`src/shared/slp_pkg.sv`:
```
// constants, register map and state codes for the serial lane port allocator
package slp_pkg;
   localparam int NUM_LANES      = 5;           // lanes each direction
   localparam int PRIM_MAX_LANES = 4;           // primary port ceiling
   localparam int SEC_MAX_LANES  = 2;           // secondary port ceiling
   localparam int LANE_BITS      = 8;           // data bits per lane
   localparam int CLK_HZ         = 10_000_000;  // core_clk rate
   localparam int TX_HALF_NS     = 400;         // lane clock half period, full rate
   localparam int TX_HALF_CYC    = TX_HALF_NS * (CLK_HZ / 1_000_000) / 1000;
   localparam int INIT_US        = 10;          // initialization stage length
   localparam int TRAIN_INIT_CYC = INIT_US * (CLK_HZ / 1_000_000);
   localparam int TIMEOUT_US     = 2000;        // calibration give-up time
   localparam int TRAIN_TIMEOUT_CYC = TIMEOUT_US * (CLK_HZ / 1_000_000);
   localparam logic [3:0] BITCAL_EDGES  = 4'h8; // clock edges proving a lane
   localparam logic [7:0] TRAIN_PATTERN = 8'ha5;
   localparam logic [7:0] IDLE_BYTE     = 8'h00;
   // register word addresses
   localparam logic [3:0] ADDR_CTRL   = 4'h0;
   localparam logic [3:0] ADDR_STATUS = 4'h1;
   localparam logic [3:0] ADDR_ALLOC  = 4'h2;
   localparam logic [3:0] ADDR_ERR    = 4'h3;
   // field positions
   localparam int CTRL_COH_BIT   = 0;
   localparam int CTRL_HALF_BIT  = 1;
   localparam int STS_RUN_BIT    = 0;
   localparam int STS_FAIL_BIT   = 1;
   localparam int STS_PCOH_BIT   = 2;
   localparam int STS_SCOH_BIT   = 3;
   localparam int STS_STATE_LSB  = 8;
   localparam int ALLOC_PRX_LSB  = 0;
   localparam int ALLOC_SRX_LSB  = 4;
   localparam int ALLOC_PTX_LSB  = 8;
   localparam int ALLOC_STX_LSB  = 12;
   localparam int ERR_CFG_BIT    = 0;
   localparam int ERR_TMO_BIT    = 1;
   localparam int ERR_DROP_BIT   = 2;
   localparam logic HALF_RATE_RST = 1'b0;       // full rate after reset
   typedef enum logic [5:0] {
      ST_CAPTURE = 6'h01,
      ST_INIT    = 6'h02,
      ST_BITCAL  = 6'h04,
      ST_BYTECAL = 6'h08,
      ST_RUN     = 6'h10,
      ST_FAIL    = 6'h20
   } slp_state_t;
endpackage : slp_pkg

```
`src/verilog/slp_lane_rx.sv`:
```
// one receive byte lane: synchronises lane clock and data, captures bytes
module slp_lane_rx (
   input  wire logic       core_clk,
   input  wire logic       rst_b,
   input  wire logic       lane_clk,
   input  wire logic [7:0] lane_data,
   output logic      [7:0] byte_out,
   output logic            byte_valid
);
   logic [8:0] sync1_ff;   // first stage, read only by sync2_ff
   logic [8:0] sync2_ff;   // second stage, safe to use
   logic       clk_prev_ff; // delayed lane clock for edge finding
   logic       rise;        // lane clock rising edge seen

   // two-flop crossing of clock and data together
   always_ff @(posedge core_clk)
   begin
      if (!rst_b)
      begin
         sync1_ff <= 9'h000;
         sync2_ff <= 9'h000;
      end
      else
      begin
         sync1_ff <= {lane_clk, lane_data};
         sync2_ff <= sync1_ff;
      end
   end

   assign rise = sync2_ff[8] & ~clk_prev_ff;

   // data is stable at the sender's rising edge, so grab it there
   always_ff @(posedge core_clk)
   begin
      if (!rst_b)
      begin
         clk_prev_ff <= 1'b0;
         byte_out    <= 8'h00;
         byte_valid  <= 1'b0;
      end
      else
      begin
         clk_prev_ff <= sync2_ff[8];
         byte_valid  <= rise;
         if (rise)
         begin
            byte_out <= sync2_ff[7:0];
         end
      end
   end
endmodule : slp_lane_rx

```
`src/verilog/slp_lane_tx.sv`:
```
// one transmit byte lane: own clock divider, forwarded clock and byte
module slp_lane_tx #(
   parameter int HALF_CYC = slp_pkg::TX_HALF_CYC
) (
   input  wire logic       core_clk,
   input  wire logic       rst_b,
   input  wire logic       half_rate,
   input  wire logic       enable,
   input  wire logic [7:0] load_byte,
   output logic            lane_clk,
   output logic      [7:0] lane_data,
   output logic            slot
);
   logic [4:0] cnt_ff;   // half period counter
   logic       phase_ff; // free running clock phase
   logic [4:0] lim;      // last count of a half period
   logic       tick;     // half period ends

   // half rate simply doubles each half period
   assign lim  = half_rate ? 5'(2 * HALF_CYC - 1) : 5'(HALF_CYC - 1);
   // >= so that a rate switch in mid count can never run past the limit
   assign tick = (cnt_ff >= lim);
   // new byte goes out as the clock falls, mid way between rising edges
   assign slot = tick & phase_ff;

   // divider keeps running so slot timing never depends on enable
   always_ff @(posedge core_clk)
   begin
      if (!rst_b)
      begin
         cnt_ff   <= 5'h00;
         phase_ff <= 1'b0;
      end
      else
      begin
         cnt_ff <= tick ? 5'h00 : cnt_ff + 5'h01;
         if (tick)
         begin
            phase_ff <= ~phase_ff;
         end
      end
   end

   // a lane nobody owns stays quiet: clock low, idle data
   always_ff @(posedge core_clk)
   begin
      if (!rst_b)
      begin
         lane_clk  <= 1'b0;
         lane_data <= slp_pkg::IDLE_BYTE;
      end
      else
      begin
         lane_clk <= enable & (tick ? ~phase_ff : phase_ff);
         if (slot)
         begin
            lane_data <= enable ? load_byte : slp_pkg::IDLE_BYTE;
         end
      end
   end
endmodule : slp_lane_tx

```
`src/verilog/slp_lane_alloc.sv`:
```
// lane allocator: ring capture, lane training, port routing and registers
//
// Our own choices: the address map and the plain strobed port.
module slp_lane_alloc #(
   parameter int TIMEOUT_CYC = slp_pkg::TRAIN_TIMEOUT_CYC,
   parameter int INIT_CYC    = slp_pkg::TRAIN_INIT_CYC
) (
   input  wire logic        core_clk,
   input  wire logic        rst_b,
   input  wire logic [2:0]  ring_prim_rx_cnt,
   input  wire logic [1:0]  ring_sec_rx_cnt,
   input  wire logic [2:0]  ring_prim_tx_cnt,
   input  wire logic [1:0]  ring_sec_tx_cnt,
   input  wire logic        ring_coherent,
   input  wire logic [4:0]  lane_rx_clk,
   input  wire logic [39:0] lane_rx_data,
   output logic      [4:0]  lane_tx_clk,
   output logic      [39:0] lane_tx_data,
   input  wire logic [3:0]  reg_addr,
   input  wire logic [31:0] reg_wdata,
   input  wire logic        reg_wr,
   input  wire logic        reg_rd,
   output logic      [31:0] reg_rdata,
   output logic      [31:0] prim_rx_data,
   output logic             prim_rx_valid,
   output logic      [15:0] sec_rx_data,
   output logic             sec_rx_valid,
   input  wire logic [31:0] prim_tx_data,
   input  wire logic        prim_tx_valid,
   output logic             prim_tx_ready,
   input  wire logic [15:0] sec_tx_data,
   input  wire logic        sec_tx_valid,
   output logic             sec_tx_ready,
   output logic             prim_coherent,
   output logic             link_up,
   output logic             attention
);
   localparam int NL = slp_pkg::NUM_LANES;

   slp_pkg::slp_state_t state_ff;     // training sequence state
   slp_pkg::slp_state_t nxt_state;
   logic [2:0]  prx_n_ff;             // primary receive lane count
   logic [1:0]  srx_n_ff;             // secondary receive lane count
   logic [2:0]  ptx_n_ff;             // primary transmit lane count
   logic [1:0]  stx_n_ff;             // secondary transmit lane count
   logic        half_rate_ff;         // software half rate select
   logic [15:0] timer_ff;             // time spent in current state
   logic [2:0]  err_ff;               // sticky error flags
   logic [2:0]  err_set;              // this cycle's error events
   logic        cfg_ok;               // captured counts are legal
   logic [4:0]  prx_mask;             // lanes owned per port and direction
   logic [4:0]  srx_mask;
   logic [4:0]  ptx_mask;
   logic [4:0]  stx_mask;
   logic [4:0]  rx_used;
   logic [4:0]  tx_used;
   logic [7:0]  rx_byte [NL];         // latest byte per receive lane
   logic [4:0]  rx_valid;             // byte arrival pulse per lane
   logic [3:0]  edge_cnt_ff [NL];     // bit calibration edge counts
   logic [4:0]  lock_ff;              // byte calibration pattern found
   logic [4:0]  bit_ok;
   logic        bit_done;
   logic        byte_done;
   logic        training;             // pattern is being sent
   logic        tmo;                  // calibration took too long
   logic [4:0]  tx_slot;
   logic [7:0]  tx_byte [NL];         // byte to load per transmit lane
   logic [39:0] ptx_pad;              // primary data padded to all lanes
   logic [2:0]  stx_base;             // first secondary transmit lane
   logic [2:0]  srx_base;             // first secondary receive lane
   logic [31:0] rd_mux;

   // capture takes the ring fields one edge after reset ends
   assign ptx_pad  = {slp_pkg::IDLE_BYTE, prim_tx_data};
   assign stx_base = 3'(NL) - {1'b0, stx_n_ff};
   assign srx_base = 3'(NL) - {1'b0, srx_n_ff};

   // primary counts up from lane 0, secondary down from lane 4
   generate
      for (genvar i = 0; i < NL; i++)
      begin : g_mask
         assign prx_mask[i] = 3'(i) < prx_n_ff;
         assign ptx_mask[i] = 3'(i) < ptx_n_ff;
         assign srx_mask[i] = 3'(i) >= srx_base;
         assign stx_mask[i] = 3'(i) >= stx_base;
      end
   endgenerate
   assign rx_used = prx_mask | srx_mask;
   assign tx_used = ptx_mask | stx_mask;

   // limits per port and no overlap between the two ends
   always_comb
   begin
      cfg_ok = (prx_n_ff <= 3'(slp_pkg::PRIM_MAX_LANES))
             & (srx_n_ff <= 2'(slp_pkg::SEC_MAX_LANES))
             & (ptx_n_ff <= 3'(slp_pkg::PRIM_MAX_LANES))
             & (stx_n_ff <= 2'(slp_pkg::SEC_MAX_LANES))
             & ({1'b0, prx_n_ff} + {2'b00, srx_n_ff} <= 4'(NL))
             & ({1'b0, ptx_n_ff} + {2'b00, stx_n_ff} <= 4'(NL));
   end

   // ring fields are straps: caught by a clocked capture after reset
   always_ff @(posedge core_clk)
   begin
      if (!rst_b)
      begin
         prx_n_ff <= 3'h0;
         srx_n_ff <= 2'h0;
         ptx_n_ff <= 3'h0;
         stx_n_ff <= 2'h0;
      end
      else if (state_ff == slp_pkg::ST_CAPTURE)
      begin
         prx_n_ff <= ring_prim_rx_cnt;
         srx_n_ff <= ring_sec_rx_cnt;
         ptx_n_ff <= ring_prim_tx_cnt;
         stx_n_ff <= ring_sec_tx_cnt;
      end
   end

   // receive lanes, each timed by the far end's own lane clock
   generate
      for (genvar i = 0; i < NL; i++)
      begin : g_rx
         slp_lane_rx u_rx (
            .core_clk   (core_clk),
            .rst_b      (rst_b),
            .lane_clk   (lane_rx_clk[i]),
            .lane_data  (lane_rx_data[i*8 +: 8]),
            .byte_out   (rx_byte[i]),
            .byte_valid (rx_valid[i])
         );

         // bit stage: lane must show a steady run of clock edges
         always_ff @(posedge core_clk)
         begin
            if (!rst_b)
            begin
               edge_cnt_ff[i] <= 4'h0;
               lock_ff[i]     <= 1'b0;
            end
            else
            begin
               if (state_ff == slp_pkg::ST_BITCAL && rx_valid[i] && !bit_ok[i])
               begin
                  edge_cnt_ff[i] <= edge_cnt_ff[i] + 4'h1;
               end
               // byte stage: pattern seen whole means byte framing agrees
               if (state_ff == slp_pkg::ST_BYTECAL && rx_valid[i]
                   && rx_byte[i] == slp_pkg::TRAIN_PATTERN)
               begin
                  lock_ff[i] <= 1'b1;
               end
            end
         end
         assign bit_ok[i] = edge_cnt_ff[i] >= slp_pkg::BITCAL_EDGES;
      end
   endgenerate
   assign bit_done  = &(bit_ok | ~rx_used);
   assign byte_done = &(lock_ff | ~rx_used);

   // time in state; cleared on every state change
   always_ff @(posedge core_clk)
   begin
      if (!rst_b)
      begin
         timer_ff <= 16'h0000;
      end
      else if (nxt_state != state_ff)
      begin
         timer_ff <= 16'h0000;
      end
      else if (timer_ff != 16'hffff)
      begin
         timer_ff <= timer_ff + 16'h0001;
      end
   end
   assign tmo = timer_ff >= 16'(TIMEOUT_CYC - 1);

   // training walk: init, then bit, then byte calibration
   always_comb
   begin
      nxt_state = state_ff;
      unique case (state_ff)
         slp_pkg::ST_CAPTURE: nxt_state = slp_pkg::ST_INIT;
         slp_pkg::ST_INIT:
         begin
            if (!cfg_ok)
               nxt_state = slp_pkg::ST_FAIL;
            else if (timer_ff >= 16'(INIT_CYC - 1))
               nxt_state = slp_pkg::ST_BITCAL;
         end
         slp_pkg::ST_BITCAL:
         begin
            if (bit_done)
               nxt_state = slp_pkg::ST_BYTECAL;
            else if (tmo)
               nxt_state = slp_pkg::ST_FAIL;
         end
         slp_pkg::ST_BYTECAL:
         begin
            if (byte_done)
               nxt_state = slp_pkg::ST_RUN;
            else if (tmo)
               nxt_state = slp_pkg::ST_FAIL;
         end
         slp_pkg::ST_RUN:  nxt_state = slp_pkg::ST_RUN;
         // only a reset leaves failure: lanes stay untrusted
         slp_pkg::ST_FAIL: nxt_state = slp_pkg::ST_FAIL;
         default:          nxt_state = slp_pkg::ST_FAIL;
      endcase
   end

   // state register
   always_ff @(posedge core_clk)
   begin
      if (!rst_b)
         state_ff <= slp_pkg::ST_CAPTURE;
      else
         state_ff <= nxt_state;
   end

   assign training = state_ff[1] | state_ff[2] | state_ff[3];
   assign link_up  = state_ff == slp_pkg::ST_RUN;

   // transmit lanes: pattern while training, port data once running
   generate
      for (genvar i = 0; i < NL; i++)
      begin : g_tx
         always_comb
         begin
            tx_byte[i] = slp_pkg::IDLE_BYTE;
            if (training)
               tx_byte[i] = slp_pkg::TRAIN_PATTERN;
            else if (ptx_mask[i] && prim_tx_valid)
               tx_byte[i] = ptx_pad[i*8 +: 8];
            else if (stx_mask[i] && sec_tx_valid)
               tx_byte[i] = (3'(i) != stx_base) ? sec_tx_data[15:8] : sec_tx_data[7:0];
         end
         slp_lane_tx #(
            .HALF_CYC (slp_pkg::TX_HALF_CYC)
         ) u_tx (
            .core_clk  (core_clk),
            .rst_b     (rst_b),
            .half_rate (half_rate_ff),
            .enable    (tx_used[i] & (training | link_up)),
            .load_byte (tx_byte[i]),
            .lane_clk  (lane_tx_clk[i]),
            .lane_data (lane_tx_data[i*8 +: 8]),
            .slot      (tx_slot[i])
         );
      end
   endgenerate

   // one transfer per lane clock period, only on owned lanes
   assign prim_tx_ready = link_up & tx_slot[0] & (ptx_n_ff != 3'h0);
   assign sec_tx_ready  = link_up & tx_slot[0] & (stx_n_ff != 2'h0);

   // assemble received words; lowest owned lane paces each port
   always_ff @(posedge core_clk)
   begin
      if (!rst_b)
      begin
         prim_rx_data  <= 32'h0000_0000;
         prim_rx_valid <= 1'b0;
         sec_rx_data   <= 16'h0000;
         sec_rx_valid  <= 1'b0;
      end
      else
      begin
         prim_rx_valid <= link_up & rx_valid[0] & prx_mask[0];
         if (rx_valid[0])
            prim_rx_data <= {rx_byte[3] & {8{prx_mask[3]}}, rx_byte[2] & {8{prx_mask[2]}},
                             rx_byte[1] & {8{prx_mask[1]}}, rx_byte[0]};
         sec_rx_valid <= link_up & (srx_n_ff == 2'h2 ? rx_valid[3]
                                   : (srx_n_ff == 2'h1 && rx_valid[4]));
         if (srx_n_ff == 2'h2)
            sec_rx_data <= {rx_byte[4], rx_byte[3]};
         else
            sec_rx_data <= {8'h00, rx_byte[4]};
      end
   end

   // primary protocol: ring value first, software may change it later
   always_ff @(posedge core_clk)
   begin
      if (!rst_b)
      begin
         prim_coherent <= 1'b0;
         half_rate_ff  <= slp_pkg::HALF_RATE_RST;
      end
      else if (state_ff == slp_pkg::ST_CAPTURE)
      begin
         prim_coherent <= ring_coherent;
      end
      else if (reg_wr && reg_addr == slp_pkg::ADDR_CTRL)
      begin
         prim_coherent <= reg_wdata[slp_pkg::CTRL_COH_BIT];
         half_rate_ff  <= reg_wdata[slp_pkg::CTRL_HALF_BIT];
      end
   end

   // error events; a new event outranks a clear in the same cycle
   always_comb
   begin
      err_set = 3'h0;
      err_set[slp_pkg::ERR_CFG_BIT]  = (state_ff == slp_pkg::ST_INIT) & ~cfg_ok;
      err_set[slp_pkg::ERR_TMO_BIT]  = (state_ff == slp_pkg::ST_BITCAL & ~bit_done & tmo)
                                     | (state_ff == slp_pkg::ST_BYTECAL & ~byte_done & tmo);
      err_set[slp_pkg::ERR_DROP_BIT] = ~link_up & (prim_tx_valid | sec_tx_valid);
   end

   // sticky flags, write one to clear; attention follows them
   always_ff @(posedge core_clk)
   begin
      if (!rst_b)
      begin
         err_ff    <= 3'h0;
         attention <= 1'b0;
      end
      else
      begin
         if (reg_wr && reg_addr == slp_pkg::ADDR_ERR)
            err_ff <= (err_ff & ~reg_wdata[2:0]) | err_set;
         else
            err_ff <= err_ff | err_set;
         attention <= |err_ff;
      end
   end

   // read mux; secondary coherent bit is hard zero
   always_comb
   begin
      rd_mux = 32'h0000_0000;
      unique case (reg_addr)
         slp_pkg::ADDR_CTRL:
         begin
            rd_mux[slp_pkg::CTRL_COH_BIT]  = prim_coherent;
            rd_mux[slp_pkg::CTRL_HALF_BIT] = half_rate_ff;
         end
         slp_pkg::ADDR_STATUS:
         begin
            rd_mux[slp_pkg::STS_RUN_BIT]  = link_up;
            rd_mux[slp_pkg::STS_FAIL_BIT] = state_ff == slp_pkg::ST_FAIL;
            rd_mux[slp_pkg::STS_PCOH_BIT] = prim_coherent;
            rd_mux[slp_pkg::STS_SCOH_BIT] = 1'b0;
            rd_mux[slp_pkg::STS_STATE_LSB +: 6] = state_ff;
         end
         slp_pkg::ADDR_ALLOC:
         begin
            rd_mux[slp_pkg::ALLOC_PRX_LSB +: 3] = prx_n_ff;
            rd_mux[slp_pkg::ALLOC_SRX_LSB +: 2] = srx_n_ff;
            rd_mux[slp_pkg::ALLOC_PTX_LSB +: 3] = ptx_n_ff;
            rd_mux[slp_pkg::ALLOC_STX_LSB +: 2] = stx_n_ff;
         end
         slp_pkg::ADDR_ERR: rd_mux[2:0] = err_ff;
         default: rd_mux = 32'h0000_0000;
      endcase
   end

   // read data stands only in the cycle after the strobe
   always_ff @(posedge core_clk)
   begin
      if (!rst_b)
         reg_rdata <= 32'h0000_0000;
      else
         reg_rdata <= reg_rd ? rd_mux : 32'h0000_0000;
   end
endmodule : slp_lane_alloc

```
`config.mk`:
```
export PLATFORM = sky130hd
export DESIGN_NAME = slp_lane_alloc
export DESIGN_NICKNAME = d
export VERILOG_FILES = /design/src/shared/slp_pkg.sv /design/src/verilog/slp_lane_rx.sv /design/src/verilog/slp_lane_tx.sv /design/src/verilog/slp_lane_alloc.sv
export SDC_FILE = /design/constraint.sdc
export NUM_CORES = 1
export LEC_CHECK = 0
export BUFFER_PORTS_ARGS = -buffer_cell sky130_fd_sc_hd__clkbuf_2
export CAP_MARGIN = 10
export CORE_MARGIN = 1
export CORE_UTILIZATION = 48
export DETAILED_ROUTE_END_ITERATION = 8
export GPL_ROUTABILITY_DRIVEN = 0
export PLACE_DENSITY = 0.77
export SETUP_SLACK_MARGIN = 0.2
export SYNTH_ARGS = -nofsm -noshare
export SYNTH_HDL_FRONTEND = slang
export SYNTH_SLANG_ARGS = --single-unit
```
`constraint.sdc`:
```
create_clock -name core_clk -period 6.6 [get_ports core_clk]
set_clock_uncertainty 0.15 [all_clocks]
set_input_delay 0 -clock core_clk [delete_from_list [all_inputs] [get_ports core_clk]]
set_output_delay 0 -clock core_clk [all_outputs]
set_load 0.005 [all_outputs]
```
==> report_table.html <==
<table>
<tr><th>Metric</th><th>Value</th></tr>
<tr><th colspan="2">Logic synthesis</th></tr>
<tr><td>Average size of a mapped cell</td><td>9.733 sq um</td></tr>
<tr><td>Proportion of synthesized area in mux cells</td><td>5.908%</td></tr>
<tr><td>Dominant register cell in the synthesized netlist</td><td>dfxtp_1</td></tr>
<tr><td>Post-synthesis instance area</td><td>13240 sq um</td></tr>
<tr><td>Library cell with the largest summed area after synthesis</td><td>dfxtp_1</td></tr>
<tr><td>Synthesized instance count</td><td>1360</td></tr>
<tr><td>Synth Area in Compound Gates</td><td>9.283%</td></tr>
<tr><td>EDFF count, synth</td><td>20</td></tr>
<tr><td>Sequential cell area fraction in the yosys report</td><td>52.78%</td></tr>
<tr><td>Proportion of register bits with asynchronous set or reset after synthesis</td><td>0%</td></tr>
<tr><td>Top cells by area in the synthesized netlist</td><td>dfxtp_1, and2_1, mux2i_1</td></tr>
<tr><td>Number of storage elements in the synthesis netlist</td><td>about 340</td></tr>
<tr><td>Post-Synth XOR/XNOR Area</td><td>1.787%</td></tr>
<tr><td>Simple logic cell fraction of the synthesized area</td><td>22.32%</td></tr>
<tr><td>Post-synthesis adder-cell area fraction</td><td>3.138%</td></tr>
<tr><td>Post-synthesis cell type count</td><td>69</td></tr>
<tr><td>Main combinational cell family by area after synthesis</td><td>simple AND/OR/NAND/NOR gates</td></tr>
<tr><td>Share of the synthesized area in the top cell type</td><td>48.25%</td></tr>
<tr><td>Synth warn</td><td>0</td></tr>
<tr><th colspan="2">Floorplanning</th></tr>
<tr><td>Number of standard-cell rows in the floorplan</td><td>60</td></tr>
<tr><td>Die ar.</td><td>28240 sq um</td></tr>
<tr><td>Width of the die</td><td>roughly 170 microns</td></tr>
<tr><td>Placeable core region</td><td>between 20000 and 30000 sq um</td></tr>
<tr><td>Effective utilization at floorplan</td><td>48.98%</td></tr>
<tr><td>Boundary Pins</td><td>278</td></tr>
<tr><td>Die extent in y</td><td>between 150 and 200 microns</td></tr>
<tr><th colspan="2">Global routing</th></tr>
<tr><td>All-Layer GR Usage</td><td>24.93%</td></tr>
<tr><td>Initial antenna violation count</td><td>0</td></tr>
<tr><td>Wire length of the first global-routing pass</td><td>56.88 mm</td></tr>
<tr><td>Via count of the first global-routing pass</td><td>11150</td></tr>
<tr><td>Pin count of the biggest net entering global routing</td><td>around 100</td></tr>
<tr><td>Final global-route overflow total</td><td>0</td></tr>
<tr><th colspan="2">Pwr</th></tr>
<tr><td>Combinational share of power</td><td>approximately 7.4%</td></tr>
<tr><td>Standby leakage power</td><td>7.249 nW</td></tr>
<tr><td>Maximum VDD drop</td><td>0.1948 mV</td></tr>
<tr><td>Power density cells</td><td>259.6 nW/um^2</td></tr>
<tr><td>Sequential share of power</td><td>48.0%</td></tr>
<tr><td>Clock network power share</td><td>44.6%</td></tr>
<tr><td>Power spent charging and discharging nets</td><td>roughly 0.0011 W</td></tr>
<tr><td>Internal power of the cells</td><td>0.003433 W</td></tr>
<tr><td>Net Sw Frac</td><td>23.67%</td></tr>
<tr><th colspan="2">Worst setup path</th></tr>
<tr><td>CP most frequent cell</td><td>dlygate4sd3_1</td></tr>
<tr><td>CP required</td><td>~6.9 ns</td></tr>
<tr><td>Largest stage delay on the critical path</td><td>0.88 ns</td></tr>
<tr><td>CP startpoint kind</td><td>register</td></tr>
<tr><td>Logic depth of the worst register-to-register path</td><td>8</td></tr>
<tr><td>Worst setup slack for register-to-register paths</td><td>about 2.3 ns</td></tr>
<tr><td>Worst setup path class</td><td>register to register</td></tr>
<tr><td>Reg-to-reg critical path startpoint</td><td>stx_n_ff[1]</td></tr>
<tr><td>Top fanout value on the critical path</td><td>20</td></tr>
<tr><td>Worst path slowest cell</td><td>dfxtp_1</td></tr>
<tr><td>Crit Reg-Reg Endpoint</td><td>g_tx[3].u_tx.lane_data[7]</td></tr>
<tr><td>Kind of end point of the critical path</td><td>register</td></tr>
<tr><td>Cell-by-cell trace of the critical path</td><td>inv_1 &gt; nor2_1 &gt; mux2_2 &gt; a221oi_1 &gt; dlygate4sd3_1 &gt; o22ai_1 &gt; and2_1 &gt; dlygate4sd3_1</td></tr>
<tr><td>Endpoint arrival time on the critical path</td><td>4.61 ns</td></tr>
<tr><th colspan="2">Timing</th></tr>
<tr><td>Unrepaired setup endpoints after global routing</td><td>no</td></tr>
<tr><td>Slew at the pin closest to its max-slew limit</td><td>roughly 1.1 ns</td></tr>
<tr><td>Highest clock rate</td><td>230.2 MHz</td></tr>
<tr><td>Number of max-slew violations in the final report</td><td>0</td></tr>
<tr><td>Slew headroom</td><td>between 20% and 30%</td></tr>
<tr><td>Final setup violation count</td><td>0</td></tr>
<tr><td>Setup tns final</td><td>0 ns</td></tr>
<tr><td>Crit path time final</td><td>4.344 ns</td></tr>
<tr><td>Fraction of the cycle the final worst path needs</td><td>65.83%</td></tr>
<tr><td>Count of final hold-check violations</td><td>0</td></tr>
<tr><th colspan="2">Worst hold path</th></tr>
<tr><td>Instance count along the most critical hold path</td><td>3</td></tr>
<tr><td>Hold Crit Class</td><td>input port to register</td></tr>
<tr><td>End point of the worst hold path</td><td>g_rx[1].u_rx.sync1_ff[5]</td></tr>
<tr><td>Hold Startpoint</td><td>lane_rx_data[13]</td></tr>
<tr><th colspan="2">Placed design</th></tr>
<tr><td>I/O Buffers</td><td>227</td></tr>
<tr><td>Total placed cells including tap cells</td><td>between 1500 and 2000</td></tr>
<tr><td>Half-perimeter wire length after detailed placement</td><td>20.87 mm</td></tr>
<tr><th colspan="2">Final layout</th></tr>
<tr><td>Fillers</td><td>just over 2000</td></tr>
<tr><td>P&amp;R area growth vs syn</td><td>30.87%</td></tr>
<tr><td>Total inserted antenna cells</td><td>0</td></tr>
<tr><td>Count of nets after finishing</td><td>between 1500 and 2000</td></tr>
<tr><td>Number of standard cells in the layout, taps in and fillers out</td><td>roughly 2100</td></tr>
<tr><td>Ratio of cells with drive above 1 in the final layout</td><td>18.08%</td></tr>
<tr><th colspan="2">Drt</th></tr>
<tr><td>DRC errors left</td><td>0</td></tr>
<tr><td>DR WL/cell</td><td>16.94 microns</td></tr>
<tr><td>Drt initial violations</td><td>990</td></tr>
<tr><td>DR vias</td><td>11160</td></tr>
<tr><td>Pre-Repair DR Iteration Count</td><td>5</td></tr>
<tr><td>Number of antenna-violating nets in the routed design</td><td>0</td></tr>
<tr><td>Final wirelength</td><td>35.40 mm</td></tr>
<tr><td>Number of vias per cell after detailed routing</td><td>5.341</td></tr>
<tr><th colspan="2">Clock tree</th></tr>
<tr><td>Clock tree from TritonCTS</td><td>done</td></tr>
<tr><td>Clock slew at the register clock pins of the worst setup and hold paths</td><td>0.07 ns</td></tr>
<tr><td>TritonCTS Buffers</td><td>36</td></tr>
<tr><td>CTS max path bufs</td><td>3</td></tr>
<tr><td>Sinks on the clock net</td><td>around 340</td></tr>
<tr><td>Post-CTS Resized</td><td>0</td></tr>
<tr><td>Total number of H-tree levels</td><td>2</td></tr>
<tr><td>Root buffer selected by CTS</td><td>clkbuf_16</td></tr>
<tr><td>Insertion delay of the later-clocked pin in the worst-skew pair</td><td>0.54 ns</td></tr>
<tr><th colspan="2">Run status</th></tr>
<tr><td>Run status</td><td>completed</td></tr>
<tr><th colspan="2">Job</th></tr>
<tr><td>Number of max-cap violations</td><td>0</td></tr>
</table>
-- stage by stage --
step | worst slack, ns | util, % | power (W) | cell area [sq um] | hold WS, ns
after global routing | 2.187 | 64.10 | 0.004644 | 17320 | 0.06444
after detailed placement | 3.459 | 53.37 | 0.002441 | 14420 | 0.05919
after floorplan | 3.932 | - | 0.002360 | 13330 | -0.02271
after CTS | 2.588 | 64.10 | 0.004502 | 17320 | 0.03579
after global placement | 3.531 | 53.37 | 0.002434 | 14420 | 0.05523
final | 2.256 | 64.10 | 0.004497 | 17320 | 0.05916
-- per-layer routing --
metal	part of all wire [%]	global-route usage, %
met5	0	0
met2	47	41.39
met1	40	30.73
met4	5.1	12.53
met3	7.4	5.219
-- cell families after synthesis --
group	Yosys count
and+or+nand+nor	559
muxes	75
other	1
adders and majority gates	32
DFF	339
buffers and inverters	137
AOI/OAI and AO/OA	190
xor gates and xnor gates	27
-- layout by cell type (no fill, tap or decap), types with 9 or more instances in the layout --
cell / count
nand3_1: 52
mux2i_1: 68
and3_1: 23
edfxtp_1: 20
nor4b_1: 9
o21ai_0: 25
a21oi_1: 77
nor2b_1: 28
xnor2_1: 15
nor2_1: 171
a21o_1: 10
nand2_1: 53
inv_1: 33
a221oi_1: 9
nor3_2: 9
dlygate4sd3_1: 171
nor3_1: 17
clkbuf_2: 226
conb_1: 26
ha_1: 30
nand2b_1: 48
xor2_1: 12
and2_1: 110
clkbuf_16: 36
a22oi_1: 20
dfxtp_1: 318
-- sequential cells by signal, indices dropped and copies added (netlist names), 6 cells and up --
| register | flops |
|---|---|
| state_ff | 6 |
| g_tx.u_tx.lane_data | 40 |
| sec_rx_data | 16 |
| g_rx.u_rx.sync1_ff | 45 |
| g_tx.u_tx.cnt_ff | 25 |
| timer_ff | 16 |
| g_rx.u_rx.sync2_ff | 45 |
| g_rx.u_rx.byte_out | 40 |
| prim_rx_data | 32 |
| edge_cnt_ff | 20 |
| reg_rdata | 11 |
-- worst max path at each step --
stage                                      endpoint  cells after the start  slack [ns]         from
after floorplan                         timer_ff[0]                      9        3.93  prx_n_ff[1]
after global placement                 timer_ff[14]                      7        3.53  stx_n_ff[1]
after detailed placement               timer_ff[14]                      6        3.46  stx_n_ff[1]
after CTS                 g_tx[3].u_tx.lane_data[0]                      8        2.59  stx_n_ff[1]
after global routing      g_tx[3].u_tx.lane_data[7]                      8        2.19  stx_n_ff[1]
final                     g_tx[3].u_tx.lane_data[7]                      8        2.26  stx_n_ff[1]
-- critical path: cells and delay by family, from the launching register on --
kind / cells / cell delay, ns
buffers and inverters: 3 / 1.43
AO/OA/AOI/OAI: 2 / 0.43
multiplexers: 1 / 0.45
flip-flops: 1 / 0.88
AND/OR/NAND/NOR: 2 / 0.88
-- final cells by class --
cell class / instances / area, sq um / area share (%)
Clock buffer: 48 / 985.9 / 5.692
Clock inverter: 16 / 201.4 / 1.163
Inverter: 35 / 133.9 / 0.7728
Multi-Input combinational cell: 909 / 5714 / 32.99
Sequential cell: 339 / 6988 / 40.34
Tap cell: 341 / 426.7 / 2.463
Timing Repair Buffer: 401 / 2873 / 16.58
-- synthesized netlist by cell type, types with 3 or more instances --
cell type,instances
o211ai_1,5
a22oi_1,20
a21oi_1,77
nor4_1,8
nand2b_1,48
a21o_1,10
nor3_1,17
nand3_1,52
a211oi_1,3
nand3b_1,4
buf_4,26
a2111oi_0,5
o211a_1,4
nor4b_1,9
o31ai_1,3
clkbuf_1,59
buf_1,13
o21ai_0,25
a221oi_1,9
inv_1,34
nor3b_1,4
nand2_1,53
nor3_2,9
dfxtp_1,319
ha_1,30
mux2i_1,68
or3_1,8
xnor2_1,15
and2_1,110
xor2_1,12
nor2b_1,28
nor4bb_1,3
mux2_2,5
o221ai_1,4
o22ai_1,4
nor2_1,171
a31o_2,4
edfxtp_1,20
and3_1,23
-- power by group through the flow --
stage          Combinational, W  Clock [W]  Sequential [W]
3_3_place_gp           0.000232          0         0.00220
3_5_place_dp           0.000237          0         0.00220
6_report               0.000331    0.00201         0.00216
4_1_cts                0.000315    0.00203         0.00216
5_1_grt                0.000360    0.00212         0.00217
2_1_floorplan          0.000180          0         0.00218
-- what timing repair did --
item                      in CTS  in global routing
hold endpoints to repair     130                  0
hold buffers                 171                  0
buffers inserted               0                  0
(Power assumes the default switching activity.)
